File: src/logic/compare_and_pwm_unit_regs.vh
/*
  Register offsets, field positions, reset values and timing counts for the
  compare and PWM unit. Definitions only; included by the unit, its checker and its bench.
*/
`ifndef COMPARE_AND_PWM_UNIT_REGS_VH
`define COMPARE_AND_PWM_UNIT_REGS_VH

// Register offsets on the 4-bit register address port.
`define ADDR_CONTROL       4'h0
`define ADDR_VALUE_LO      4'h1
`define ADDR_VALUE_HI      4'h2
`define ADDR_PERIOD_LIMIT  4'h3
`define ADDR_TIMER_CTRL    4'h4
`define ADDR_STATUS        4'h5
`define ADDR_PWM_COUNT     4'h6
`define ADDR_CMP_COUNT_LO  4'h7
`define ADDR_CMP_COUNT_HI  4'h8

// Control register fields.
`define CTRL_ENABLE_BIT    7
`define CTRL_OUT_BIT       5
`define CTRL_ALIGN_BIT     4
`define CTRL_MODE_MSB      3
`define CTRL_RESET         8'h00

// Timer control register fields.
`define TCTL_PWM_RUN_BIT   0
`define TCTL_PRESC_LSB     1
`define TCTL_CMP_RUN_BIT   3
`define TCTL_CMP_EXT_BIT   4
`define TCTL_RESET         8'h00

// Status register fields; flags clear by writing a one.
`define STAT_EVENT_BIT     0
`define STAT_TMATCH_BIT    1
`define STAT_DIR_BIT       2
`define STAT_WAKE_EN_BIT   3

// Mode codes.
`define MODE_OFF           4'h0
`define MODE_TOGGLE_CLR    4'h1
`define MODE_TOGGLE        4'h2
`define MODE_SET           4'h8
`define MODE_CLEAR         4'h9
`define MODE_PULSE         4'hA
`define MODE_PULSE_CLR     4'hB

// Oscillator cycles per instruction cycle, and its last phase index.
`define OSC_PER_INSTR      4
`define PHASE_LAST         2'h3

`endif

File: src/logic/compare_and_pwm_unit.v
/*
  Compare and standard PWM unit with its own compare timer and PWM period
  timer, reached over a plain register port with read data one cycle late.
  Assumes ref_clk is the oscillator, sleepMode comes from the same clock
  domain, and extTimerClk is an asynchronous external timer clock.
*/
// How it works
// - Compare mode checks the 16-bit value against the 16-bit compare timer.
// - A match toggles, sets, clears or pulses the pin as the mode selects.
// - Every compare match raises the event flag; codes 0001, 1011 clear timer.
// - Clearing the control register forces the compare output latch low.
// - Internal timer holds in sleep; external timer clock keeps counting.
// - Compare works in sleep only if its timer runs; events can wake.
// - PWM mode makes a waveform with up to ten bits of duty resolution.
// - After count equals limit: clear timer, set pin unless zero, load duty.
// - A postscaler never changes the PWM period or frequency.
// - Duty writes are accepted anytime but take effect after a period match.
// - Alignment select chooses where the ten duty bits sit in the value.
// - Time base is timer plus two bits of oscillator phase or prescaler.
// - Time base equal to buffered duty drives the PWM pin low.
// - A duty beyond the period is never matched, so the pin stays high.
// - Period is (limit plus one) times four oscillator periods times prescale.
// - Limit 0xFF gives ten bits; duty ratio is value over 4(limit+1).
// - In sleep the PWM timer and unit state hold, pin keeps its level.
// - Reset returns registers to defaults and the pin to input direction.
// - Mode field decodes the compare actions, PWM as 11xx, 0000 disabled.
// - Alignment 0 takes duty 9:8 from high bits 1:0; 1 is left aligned.
`timescale 1ns/1ps
`include "compare_and_pwm_unit_regs.vh"

module compare_and_pwm_unit #(
  parameter PULSE_CYCLES = 4
) (
  input  wire       ref_clk,
  input  wire       srst,
  input  wire [3:0] regAddr,
  input  wire [7:0] regWrData,
  input  wire       regWrEn,
  input  wire       regRdEn,
  output reg  [7:0] regRdData,
  input  wire       sleepMode,
  input  wire       extTimerClk,
  output wire       unitPin,
  output wire       unitPinOe,
  output wire       peripheralOut,
  output wire       unitEventFlag,
  output wire       timerMatchFlag,
  output wire       wakeRequest
);

  // Software-visible registers.
  reg  [7:0]  controlQ;
  reg  [7:0]  valueLoQ;
  reg  [7:0]  valueHiQ;
  reg  [7:0]  periodLimitQ;
  reg  [7:0]  timerCtrlQ;
  reg         eventFlagQ;
  reg         tmatchFlagQ;
  reg         dirInputQ;
  reg         wakeEnQ;
  // Timers and unit state.
  reg  [15:0] cmpCountQ;
  reg  [7:0]  pwmCountQ;
  reg  [7:0]  subCountQ;
  reg  [1:0]  phaseQ;
  reg  [9:0]  dutyBufQ;
  reg         outLatchQ;
  reg         cmpFreshQ;
  reg  [7:0]  pulseCntQ;
  reg  [2:0]  extSyncQ;

  wire        enable   = controlQ[`CTRL_ENABLE_BIT];
  wire        alignSel = controlQ[`CTRL_ALIGN_BIT];
  wire [3:0]  mode     = controlQ[`CTRL_MODE_MSB:0];
  wire [1:0]  prescSel = timerCtrlQ[`TCTL_PRESC_LSB+1:`TCTL_PRESC_LSB];
  wire        wrCtrl   = regWrEn && (regAddr == `ADDR_CONTROL);
  wire        wrStatus = regWrEn && (regAddr == `ADDR_STATUS);

  // mode decode. PWM is 11xx, compare codes are 0001, 0010 and 1000 to 1011.
  wire pwmMode  = enable && (mode[3:2] == 2'b11);
  wire cmpMode  = enable && ((mode == `MODE_TOGGLE_CLR) ||
                  (mode == `MODE_TOGGLE) || (mode == `MODE_SET) ||
                  (mode == `MODE_CLEAR) || (mode == `MODE_PULSE) ||
                  (mode == `MODE_PULSE_CLR));
  wire clrMode  = (mode == `MODE_TOGGLE_CLR) || (mode == `MODE_PULSE_CLR);

  // The external clock is caught by three flops; the edge is taken from the
  // second and third so the first stage feeds nothing else.
  wire extEdge  = extSyncQ[1] && !extSyncQ[2];
  wire extSel   = timerCtrlQ[`TCTL_CMP_EXT_BIT];

  // internal timer holds in sleep, external source keeps counting.
  wire instrTick = !sleepMode && (phaseQ == `PHASE_LAST);
  wire cmpTick   = timerCtrlQ[`TCTL_CMP_RUN_BIT] &&
                   (extSel ? extEdge : instrTick);

  wire cmpEqual  = (cmpCountQ == {valueHiQ, valueLoQ});
  // act only on the first evaluation after a count tick or a write to any register but status.
  // works in sleep as long as the selected timer still ticks.
  wire cmpHit    = cmpMode && cmpEqual && cmpFreshQ;

  // duty placement follows the alignment select.
  wire [9:0] dutyValue = alignSel ? {valueHiQ, valueLoQ[7:6]}
                                  : {valueHiQ[1:0], valueLoQ};

  // the prescaler counts oscillator cycles per timer step: four
  // times the prescale, so one timer step is four oscillator periods x N.
  // The low bits of the next time base are needed too, so that the pin
  // falls exactly when the time base reaches the duty, not one clock late.
  wire [7:0] subNext;
  reg  [7:0] subLast;
  reg  [1:0] timeBaseLow;
  reg  [1:0] nextLow;
  always @* begin
    case (prescSel)
      2'd0: begin
        subLast     = 8'h03;
        timeBaseLow = subCountQ[1:0];
        nextLow     = subNext[1:0];
      end
      2'd1: begin
        subLast     = 8'h0F;
        timeBaseLow = subCountQ[3:2];
        nextLow     = subNext[3:2];
      end
      2'd2: begin
        subLast     = 8'h3F;
        timeBaseLow = subCountQ[5:4];
        nextLow     = subNext[5:4];
      end
      default: begin
        subLast     = 8'hFF;
        timeBaseLow = subCountQ[7:6];
        nextLow     = subNext[7:6];
      end
    endcase
  end

  // only limit and prescale shape the period; no postscaler enters.
  wire pwmRun    = timerCtrlQ[`TCTL_PWM_RUN_BIT] && !sleepMode;
  wire pwmStep   = pwmRun && (subCountQ == subLast);
  assign subNext = pwmStep ? 8'h00 : subCountQ + 8'h01;
  // the step after count equals limit restarts the period.
  wire pwmRoll   = pwmStep && (pwmCountQ == periodLimitQ);
  // ten-bit time base: timer plus two low bits.
  wire [9:0] timeBase = {pwmCountQ, timeBaseLow};
  wire [7:0] nextCount = pwmStep ? pwmCountQ + 8'h01 : pwmCountQ;
  wire [9:0] nextBase  = {nextCount, nextLow};
  // equality clears; a duty past the period never matches.
  wire pwmClear  = pwmMode && pwmRun && !pwmRoll && (nextBase == dutyBufQ);

  // Instruction phase divides the oscillator by four.
  always @(posedge ref_clk) begin
    if (srst) begin
      phaseQ <= 2'h0;
    end else if (!sleepMode) begin
      phaseQ <= phaseQ + 2'h1;
    end
  end

  // External timer clock synchroniser.
  always @(posedge ref_clk) begin
    if (srst) begin
      extSyncQ <= 3'h0;
    end else begin
      extSyncQ <= {extSyncQ[1:0], extTimerClk};
    end
  end

  // all registers return to their defaults on reset.
  always @(posedge ref_clk) begin
    if (srst) begin
      controlQ     <= `CTRL_RESET;
      valueLoQ     <= 8'h00;
      valueHiQ     <= 8'h00;
      periodLimitQ <= 8'hFF;
      timerCtrlQ   <= `TCTL_RESET;
      dirInputQ    <= 1'b1;
      wakeEnQ      <= 1'b0;
    end else if (regWrEn) begin
      case (regAddr)
        // the value register takes writes at any time.
        `ADDR_CONTROL:      controlQ     <= regWrData;
        `ADDR_VALUE_LO:     valueLoQ     <= regWrData;
        `ADDR_VALUE_HI:     valueHiQ     <= regWrData;
        `ADDR_PERIOD_LIMIT: periodLimitQ <= regWrData;
        `ADDR_TIMER_CTRL:   timerCtrlQ   <= regWrData;
        `ADDR_STATUS: begin
          dirInputQ <= regWrData[`STAT_DIR_BIT];
          wakeEnQ   <= regWrData[`STAT_WAKE_EN_BIT];
        end
        default: begin
          dirInputQ <= dirInputQ;
        end
      endcase
    end
  end

  // Compare timer; software may load it, a clearing mode restarts it.
  always @(posedge ref_clk) begin
    if (srst) begin
      cmpCountQ <= 16'h0000;
    end else if (regWrEn && (regAddr == `ADDR_CMP_COUNT_LO)) begin
      cmpCountQ <= {cmpCountQ[15:8], regWrData};
    end else if (regWrEn && (regAddr == `ADDR_CMP_COUNT_HI)) begin
      cmpCountQ <= {regWrData, cmpCountQ[7:0]};
    // codes 0001 and 1011 clear the timer on a match.
    end else if (cmpHit && clrMode) begin
      cmpCountQ <= 16'h0000;
    end else if (cmpTick) begin
      cmpCountQ <= cmpCountQ + 16'h0001;
    end
  end

  // a match is armed again by a count tick or by a write to any register but status.
  always @(posedge ref_clk) begin
    if (srst) begin
      cmpFreshQ <= 1'b1;
    end else if (cmpTick || wrCtrl || (regWrEn &&
                 (regAddr != `ADDR_STATUS))) begin
      cmpFreshQ <= 1'b1;
    end else if (cmpMode) begin
      cmpFreshQ <= 1'b0;
    end
  end

  // PWM prescaler and period timer.
  always @(posedge ref_clk) begin
    if (srst) begin
      subCountQ <= 8'h00;
      pwmCountQ <= 8'h00;
    end else if (regWrEn && (regAddr == `ADDR_PWM_COUNT)) begin
      subCountQ <= 8'h00;
      pwmCountQ <= regWrData;
    end else if (pwmRun) begin
      subCountQ <= pwmStep ? 8'h00 : subCountQ + 8'h01;
      // timer clears after reaching its limit.
      if (pwmRoll) begin
        pwmCountQ <= 8'h00;
      end else if (pwmStep) begin
        pwmCountQ <= pwmCountQ + 8'h01;
      end
    end
  end

  // duty moves into its buffer only at the period restart.
  always @(posedge ref_clk) begin
    if (srst) begin
      dutyBufQ <= 10'h000;
    end else if (pwmRoll) begin
      dutyBufQ <= dutyValue;
    end
  end

  // Output latch for both compare and PWM. A pulse stays high for a fixed
  // number of oscillator cycles so slow consumers still see it.
  always @(posedge ref_clk) begin
    if (srst) begin
      outLatchQ <= 1'b0;
      pulseCntQ <= 8'h00;
    // clearing the control register, or a disabled unit, forces low.
    end else if (!enable || (mode == `MODE_OFF)) begin
      outLatchQ <= 1'b0;
      pulseCntQ <= 8'h00;
    end else if (pwmMode) begin
      pulseCntQ <= 8'h00;
      // set at the restart unless the new duty is zero, then held low.
      if (pwmRoll) begin
        outLatchQ <= (dutyValue != 10'h000);
      end else if (pwmClear) begin
        outLatchQ <= 1'b0;
      end
    end else if (pulseCntQ != 8'h00) begin
      pulseCntQ <= pulseCntQ - 8'h01;
      outLatchQ <= (pulseCntQ != 8'h01);
    // the pin action of the compare mode.
    end else if (cmpHit) begin
      case (mode)
        `MODE_TOGGLE_CLR,
        `MODE_TOGGLE:     outLatchQ <= !outLatchQ;
        `MODE_SET:        outLatchQ <= 1'b1;
        `MODE_CLEAR:      outLatchQ <= 1'b0;
        `MODE_PULSE,
        `MODE_PULSE_CLR: begin
          outLatchQ <= 1'b1;
          pulseCntQ <= PULSE_CYCLES[7:0];
        end
        default:          outLatchQ <= outLatchQ;
      endcase
    end
  end

  // Sticky flags; a set in the same cycle as a clear wins.
  always @(posedge ref_clk) begin
    if (srst) begin
      eventFlagQ  <= 1'b0;
      tmatchFlagQ <= 1'b0;
    end else begin
      // every compare match raises the event flag; PWM at each restart.
      eventFlagQ  <= (cmpHit || (pwmMode && pwmRoll)) ||
                     (eventFlagQ &&
                      !(wrStatus && regWrData[`STAT_EVENT_BIT]));
      tmatchFlagQ <= pwmRoll ||
                     (tmatchFlagQ &&
                      !(wrStatus && regWrData[`STAT_TMATCH_BIT]));
    end
  end

  // Read data stand in the cycle after the read strobe only.
  always @(posedge ref_clk) begin
    if (srst || !regRdEn) begin
      regRdData <= 8'h00;
    end else begin
      case (regAddr)
        `ADDR_CONTROL:      regRdData <= {controlQ[7], 1'b0, outLatchQ,
                                          controlQ[4:0]};
        `ADDR_VALUE_LO:     regRdData <= valueLoQ;
        `ADDR_VALUE_HI:     regRdData <= valueHiQ;
        `ADDR_PERIOD_LIMIT: regRdData <= periodLimitQ;
        `ADDR_TIMER_CTRL:   regRdData <= {3'h0, timerCtrlQ[4:0]};
        `ADDR_STATUS:       regRdData <= {4'h0, wakeEnQ, dirInputQ,
                                          tmatchFlagQ, eventFlagQ};
        `ADDR_PWM_COUNT:    regRdData <= pwmCountQ;
        `ADDR_CMP_COUNT_LO: regRdData <= cmpCountQ[7:0];
        `ADDR_CMP_COUNT_HI: regRdData <= cmpCountQ[15:8];
        default:            regRdData <= 8'h00;
      endcase
    end
  end

  // the pin is an input until software clears the direction bit.
  // keeping it an input hides the partial first PWM period.
  assign unitPinOe      = !dirInputQ;
  assign unitPin        = outLatchQ;
  assign peripheralOut  = outLatchQ;
  assign unitEventFlag  = eventFlagQ;
  assign timerMatchFlag = tmatchFlagQ;
  // a compare event wakes the device when enabled.
  assign wakeRequest    = eventFlagQ && wakeEnQ;

endmodule // compare_and_pwm_unit

File: config.mk
export PLATFORM = sky130hd
export DESIGN_NAME = compare_and_pwm_unit
export DESIGN_NICKNAME = d
export VERILOG_FILES = /design/src/logic/compare_and_pwm_unit.v
export VERILOG_INCLUDE_DIRS = /design/src /design/src/logic
export SDC_FILE = /design/constraint.sdc
export NUM_CORES = 1
export LEC_CHECK = 0
export BUFFER_PORTS_ARGS = -buffer_cell sky130_fd_sc_hd__buf_2
export CAP_MARGIN = 20
export CORE_AREA = 10 10 116 118
export CTS_CLUSTER_SIZE = 25
export DETAILED_ROUTE_END_ITERATION = 16
export DIE_AREA = 0 0 126 128
export PLACE_DENSITY = 0.76
export SLEW_MARGIN = 40
export SYNTH_ARGS = -nofsm -noshare
export SYNTH_HDL_FRONTEND = slang
export SYNTH_SLANG_ARGS = --single-unit
File: constraint.sdc
create_clock -name ref_clk -period 2.6 [get_ports ref_clk]
set_input_delay 0.65 -clock ref_clk [delete_from_list [all_inputs] [get_ports ref_clk]]
set_output_delay 0.65 -clock ref_clk [all_outputs]
set_load 0.05 [all_outputs]
; After elaboration in Yosys (flattened, before gate mapping)
; Cells that the tools add are included.
[classes]
n_eq_ne = 26
muxes = 23
add_sub_neg = 5
bitwise = 1
n_reduce_logical = 77
[op_table]
columns = op, n
row1 = 8-bit 2-to-1 mux, 9
row2 = 8-bit case mux with 9 select lines, 1
row3 = 16-bit 2-to-1 mux, 3
row4 = 1-bit logical AND, 26
row5 = 8-bit case mux with 3 select lines, 1
row6 = "4-bit equality test, second input constant", 5
row7 = 2-bit AND reduction, 9
row8 = "16-bit by 1-bit adder with 16-bit output, second input constant", 1
row9 = "8-bit by 1-bit adder with 8-bit output, second input constant", 2
row10 = 16-bit equality test, 1
row11 = "4-bit by 3-bit equality test with 1-bit output, second input constant", 4
row12 = 8-bit equality test, 2
row13 = 1-bit logical OR, 13
row14 = "4-bit by 2-bit equality test with 1-bit output, second input constant", 3
row15 = 10-bit equality test, 1
row16 = 10-bit 2-to-1 mux, 1
row17 = 10-bit nonzero test, 1
row18 = 2-bit OR reduction, 5
row19 = 1-bit zero test, 9
row20 = 3-bit nonzero test, 3
row21 = "4-bit by 1-bit equality test with 1-bit output, second input constant", 2
row22 = 4-bit zero test, 2
row23 = "8-bit by 1-bit inequality test with 1-bit output, second input constant", 1
row24 = 8-bit nonzero test, 1
row25 = other kinds (16), 26
[word_totals]
elab_cells = 152
reg_bits = 106
out_inout_bits = 14

; Logic depth before layout (Yosys ltp)
[depth]
depth_word = 13
mapped_depth = 10
depth_no_buf = 9

; Least setup slack after synthesis
; No wires, ideal clock.
[synth_timing]
path_kind = input to register
from = input port regAddr[2]
to = register cmpCountQ[15]
setup_time_ps = 128
cell_stages = 10
arrival_ps = 2397
setup_slack_ps = 76
t_required_ps = 2472
path_cell_list = clkbuf_1 nor2b_1 and3_1 and2_1 clkbuf_1 a31oi_1 clkbuf_1 nand2_1 a22oi_1 nor2_1
[synth_between]
elab_chain_cells = 4
word_cells_on_any_way = 8
cone_classes = eq/ne (2) / mux (1) / bitwise (1) / reduce/logical (4)
[synth_rtl]
columns = item, line
row1 = start: declaration, compare_and_pwm_unit.v:36  ; input wire [3:0] regAddr,
row2 = 4-bit equality test or 4-bit by 3-bit equality test with 1-bit output (tied branches), n/a
row3 = "1-bit logical AND, on equally long branches", "compare_and_pwm_unit.v:205, compare_and_pwm_unit.v:203"
row4 = 3-bit nonzero test (no line) or 1-bit NOT (tied branches), n/a
row5 = 2-bit AND reduction (no line), n/a
row6 = end signal: assignment, compare_and_pwm_unit.v:204  ; cmpCountQ <= {cmpCountQ[15:8], regWrData};
row7 = end signal: assignment, compare_and_pwm_unit.v:206  ; cmpCountQ <= {regWrData, cmpCountQ[7:0]};
row8 = end signal: assignment, compare_and_pwm_unit.v:211  ; cmpCountQ <= cmpCountQ + 16'h0001;
row9 = end: declaration, compare_and_pwm_unit.v:62  ; reg [15:0] cmpCountQ;
; Several ways; a longest one is shown, not always the timed one. The select of a mux whose other input is x is not followed.
; A chain may end at the register's enable or synchronous reset.

; Worst setup path in the final report
[layout_timing]
from = register subCountQ[4]
to = register outLatchQ, in the netlist peripheralOut
[layout_between]
elab_chain_cells = 8
word_cells_on_any_way = 15
cone_classes = add/sub (1) / eq/ne (3) / mux (5) / reduce/logical (6)
[layout_rtl]
columns = item, line
row1 = start: declaration, compare_and_pwm_unit.v:64  ; reg [7:0] subCountQ;
row2 = start signal: assignment, compare_and_pwm_unit.v:236  ; subCountQ <= pwmStep ? 8'h00 : subCountQ + 8'h01;
row3 = branches (longest 8 deep; another with 8-bit by 1-bit adder with 8-bit output), n/a
row4 = end signal: assignment, compare_and_pwm_unit.v:269  ; outLatchQ <= (dutyValue != 10'h000);
row5 = end signal: assignment, compare_and_pwm_unit.v:275  ; outLatchQ <= (pulseCntQ != 8'h01);
row6 = end signal: assignment, compare_and_pwm_unit.v:280  ; `MODE_TOGGLE: outLatchQ <= !outLatchQ;
row7 = end: declaration, compare_and_pwm_unit.v:67  ; reg outLatchQ;
; Several ways; the timed one is not identified.

==> results.txt <==
The run finished with clean final reports. The repair_antennas step left the layout with diodes totalling 0. The path class of the tightest hold or removal check is register to register.

Data on the critical path arrives at its endpoint at ~2800 ps. The global router's overall resource usage came out at 0.235. For this run, the share of the core covered by cells in the final layout is 0.637. The number of different library cells in the post-synthesis netlist came out at 64. The wire length of the first global-routing pass came out at 30.9 mm.

After clock tree synthesis, the setup repair step added 0 buffers. In the detailed route, the total length drawn on met3 is approximately 1.2 mm. The leakage power of the design is roughly 2.8 nW. The area of all placed cells without fillers came out at roughly 7100 sq um. The share of layout cells above drive strength 1 came out at 0.178.

The cell count of the worst hold path came out at 1. The critical-path maximum fanout is 8. The worst-case reg-to-reg path depth came out at 7. The maximum clock insertion buffer count is 2. The sink count of the clock tree came out at 104. The share of synthesized area in the top cell type comes to 0.339.

The count of max-cap constraint violations is 0. Of all flip-flops after synthesis, the portion carrying an async set or reset was 0. The die area is 16,100 sq um. For this run, the post-layout net count is approximately 860. The synthesis-to-layout area growth is 16.3%.

The core footprint is ~11,000 sq um. Detailed routing placed a total of between 9 and 10 mm of wire on met2. A synthesized cell averages slightly below 8 sq um.

The uppermost metal layer occupied by signal nets is met4. For the final routed database, the setup TNS stands at 0 ps. The final wirelength came out at roughly 19 mm. The die is roughly 130 um wide.

In the final routing, the length of wire on met1 measures 8.09 mm. The clock period minus worst slack came out at 2560 ps. In this run the critical register-to-register path is captured at peripheralOut. The required time of the critical path is 2850 ps. The effective utilization at floorplan is 0.547. The CTS H-tree depth came out at 3. The destination of the worst hold path is extSyncQ[1]. The insertion delay of the later-clocked pin in the worst-skew pair is 360 ps. The share of the synthesized area in compound gates (AO/OA/AOI/OAI) is 0.192. The floorplan has 39 rows. The slack of the worst reg-to-reg path came out at around 40 ps. The worst setup path is of the register to register kind.

The remaining global-route overflow is 0. By area, the combinational part of the netlist is dominated by simple AND/OR/NAND/NOR gates. The largest net degree at the start of global routing is 82. The final number of hold-violating endpoints is 0. The ratio of final minimum period to clock period is 0.985. The post-place setup slack came out at -49.6 ps. The worst path setup slack after routing came out at ~40 ps. The number of flops mapped to enable cells by yosys came out at 0.

Counting flops and latches in the post-synthesis netlist gives ~100. The adder-cell share of the synthesized area is 0.0143. Sorting the synthesized cells by area gives the leading types as dfxtp_1, nor2_1, mux2i_1. The simple-gate area share of the yosys netlist is 0.248. The maximum clock skew at final layout is around 11 ps.

The xor/xnor share of the synthesized area is 0.0699. The count of buffers from port buffering is 31. The via density per instance came out at 6.19. The post-placement cell area came out at between 6000 and 7000 sq um. The origin of the critical flop-to-flop path is subCountQ[4]. The highest clock rate came out at 391 MHz. The area of the mapped netlist came out at just over 6000 sq um. The maximum vdd ir drop is between 0.4 and 0.5 mV.

The synthesized design spends more area on one cell type than any other, namely dfxtp_1. The pin slew with the least headroom to its limit came out at about 670 ps. The startpoint of the most critical hold path is extSyncQ[0].

The total of hold buffers inserted after clock tree synthesis came out at 0. The number of nets handed over by synthesis was between 800 and 900. STA classifies the critical path startpoint as a register. The share of the Yosys chip area taken by registers is 0.339. Setup violations remaining at the end of the flow were counted as 0. Synthesis produced between 700 and 800 cells. The number of remaining DRC errors is 0. The clock root buffer is clkbuf_16.

The final HPWL from detailed placement came out at 14.1 mm. TritonCTS built the clock tree. STA classifies the critical path endpoint as a register.

Measured along the y axis, the die boundary spans ~130 um. The number of antenna-violating nets in the routed design is 0. In this run the power density over the cells is 457 nW/um^2.

The share of synthesized area spent on multiplexers came out at 0.0868. The iteration count of the initial detailed-routing pass came out at 5. The final RePlAce weighted congestion came out at 0.976. In this run, the number of DRC markers left after iteration 0 of detailed routing was a little under 700. The number of antenna violations at the first check in global routing is 0. The number of synthesis warnings came out at 0. The clock-pin slew reported for the worst setup and hold paths after clock tree synthesis is around 70 ps. For this block, the via count after detailed routing is 6,068.

In this run, CTS created clock tree buffers numbering 9. The via count of the first global-routing pass was slightly below 6,000. The most instantiated flip-flop cell in the synthesis netlist is dfxtp_1. The average wire length per cell after detail routing came out at 19.8 um. The total I/O pin count is 32. The count of final max-slew check failures is 0. The worst pin sits at a relative slew slack of 0.542.
## power by group
part | internal [mW] | switching (mW) | total (mW) | leakage [nW]
sequential | 1.61 | 0.0249 | 1.64 | 0.842
clock | 0.675 | 0.669 | 1.34 | 0.141
combinational | 0.108 | 0.179 | 0.287 | 1.85
total | 2.39 | 0.872 | 3.27 | 2.84
## critical path, cell delays in order (launching register included)
cell and delay [ps]:
dfxtp_1 310, or4_4 560, a221oi_4 330, o21a_2 290, a31oi_1 150, a2111oi_2 490, a41oi_2 180, mux2i_1 140
## sequential cells by signal (all words and copies together), names as in the netlist
name / count
cmpCountQ: 16
cmpFreshQ: 1
controlQ: 6
dirInputQ: 1
dutyBufQ: 10
extSyncQ: 3
periodLimitQ: 8
peripheralOut: 1
phaseQ: 2
pulseCntQ: 8
pwmCountQ: 8
regRdData: 8
subCountQ: 8
timerCtrlQ: 5
timerMatchFlag: 1
unitEventFlag: 1
valueHiQ: 8
valueLoQ: 8
wakeEnQ: 1
## synth_stat cells, types with 4 or more instances
cell,n
a21oi_1,50
mux2i_1,42
mux2_2,7
nor4_1,8
nor3b_1,4
a22oi_1,19
or3_1,4
nor2_1,113
nand2_1,66
nand3_1,32
nor3_1,18
a211oi_1,17
a2111oi_0,5
xnor2_1,35
dfxtp_1,104
a221oi_1,8
nand2b_1,9
xor2_1,14
clkbuf_1,50
nand3b_1,4
and2_1,6
nor2b_1,19
and3_1,17
ha_1,7
inv_1,17
o21ai_0,22
nand4_1,7
buf_2,6
a32oi_1,5
a31oi_1,9
a211o_1,9
## placed cells by master, fill, tap and decap left out, types with 14 or more instances in the layout
| master | instances |
|---|---|
| a211oi_1 | 17 |
| xor2_1 | 14 |
| nor2b_1 | 19 |
| and3_1 | 17 |
| dfxtp_1 | 101 |
| nor3_1 | 18 |
| nand2_1 | 66 |
| buf_2 | 31 |
| xnor2_1 | 34 |
| a21oi_1 | 49 |
| buf_4 | 70 |
| nand3_1 | 32 |
| a22oi_1 | 19 |
| o21ai_0 | 22 |
| nor2_1 | 112 |
| inv_1 | 17 |
| mux2i_1 | 42 |
## cells by family (layout without fill, tap and decap cells)
family | Yosys count | in the layout
xor+xnor | 49 | 49
fa+ha+maj | 7 | 7
mux | 51 | 51
simple gates | 319 | 319
compound gates | 171 | 171
flops | 104 | 104
buf+inv | 78 | 136
## layout make-up
class | instances | area (sq um)
repair buffers | 103 | 712
well taps | 143 | 179
fillers | 977 | 4080
inverters | 17 | 63.8
clock buffers | 10 | 229
multi-input cells | 597 | 3820
clock inverters | 6 | 57.6
flip-flops and latches | 104 | 2090
## per-stage QoR
step	total power [mW]	hold WS (ps)	cells
floorplan	1.84	414	779
detailed placement	1.95	428	964
finish	3.27	445	980
CTS	3.27	445	980
global route	3.37	466	980
global placement	1.94	417	964
## worst max-delay path by stage
stage / start / to / slack [ps] / depth (start not counted)
floorplan: regAddr[2] / cmpCountQ[15] / 80 / 10
global placement: sleepMode / peripheralOut / 50 / 10
detailed placement: sleepMode / peripheralOut / -50 / 9
CTS: subCountQ[4] / peripheralOut / 20 / 8
global route: subCountQ[4] / peripheralOut / -110 / 10
finish: subCountQ[4] / peripheralOut / 40 / 7
## what timing repair did
item	CTS	global route
setup endpoints to repair	1	16
resized for setup	1	15
pin swaps	0	6
## routing by layer
metal  GRT usage  up-vias
met1       0.287     2870
met4       0.113        0
met2       0.387      258
li1            -     2882
met5           0        -
met3      0.0484       58
No activity file was read; power rests on OpenSTA's default activity.
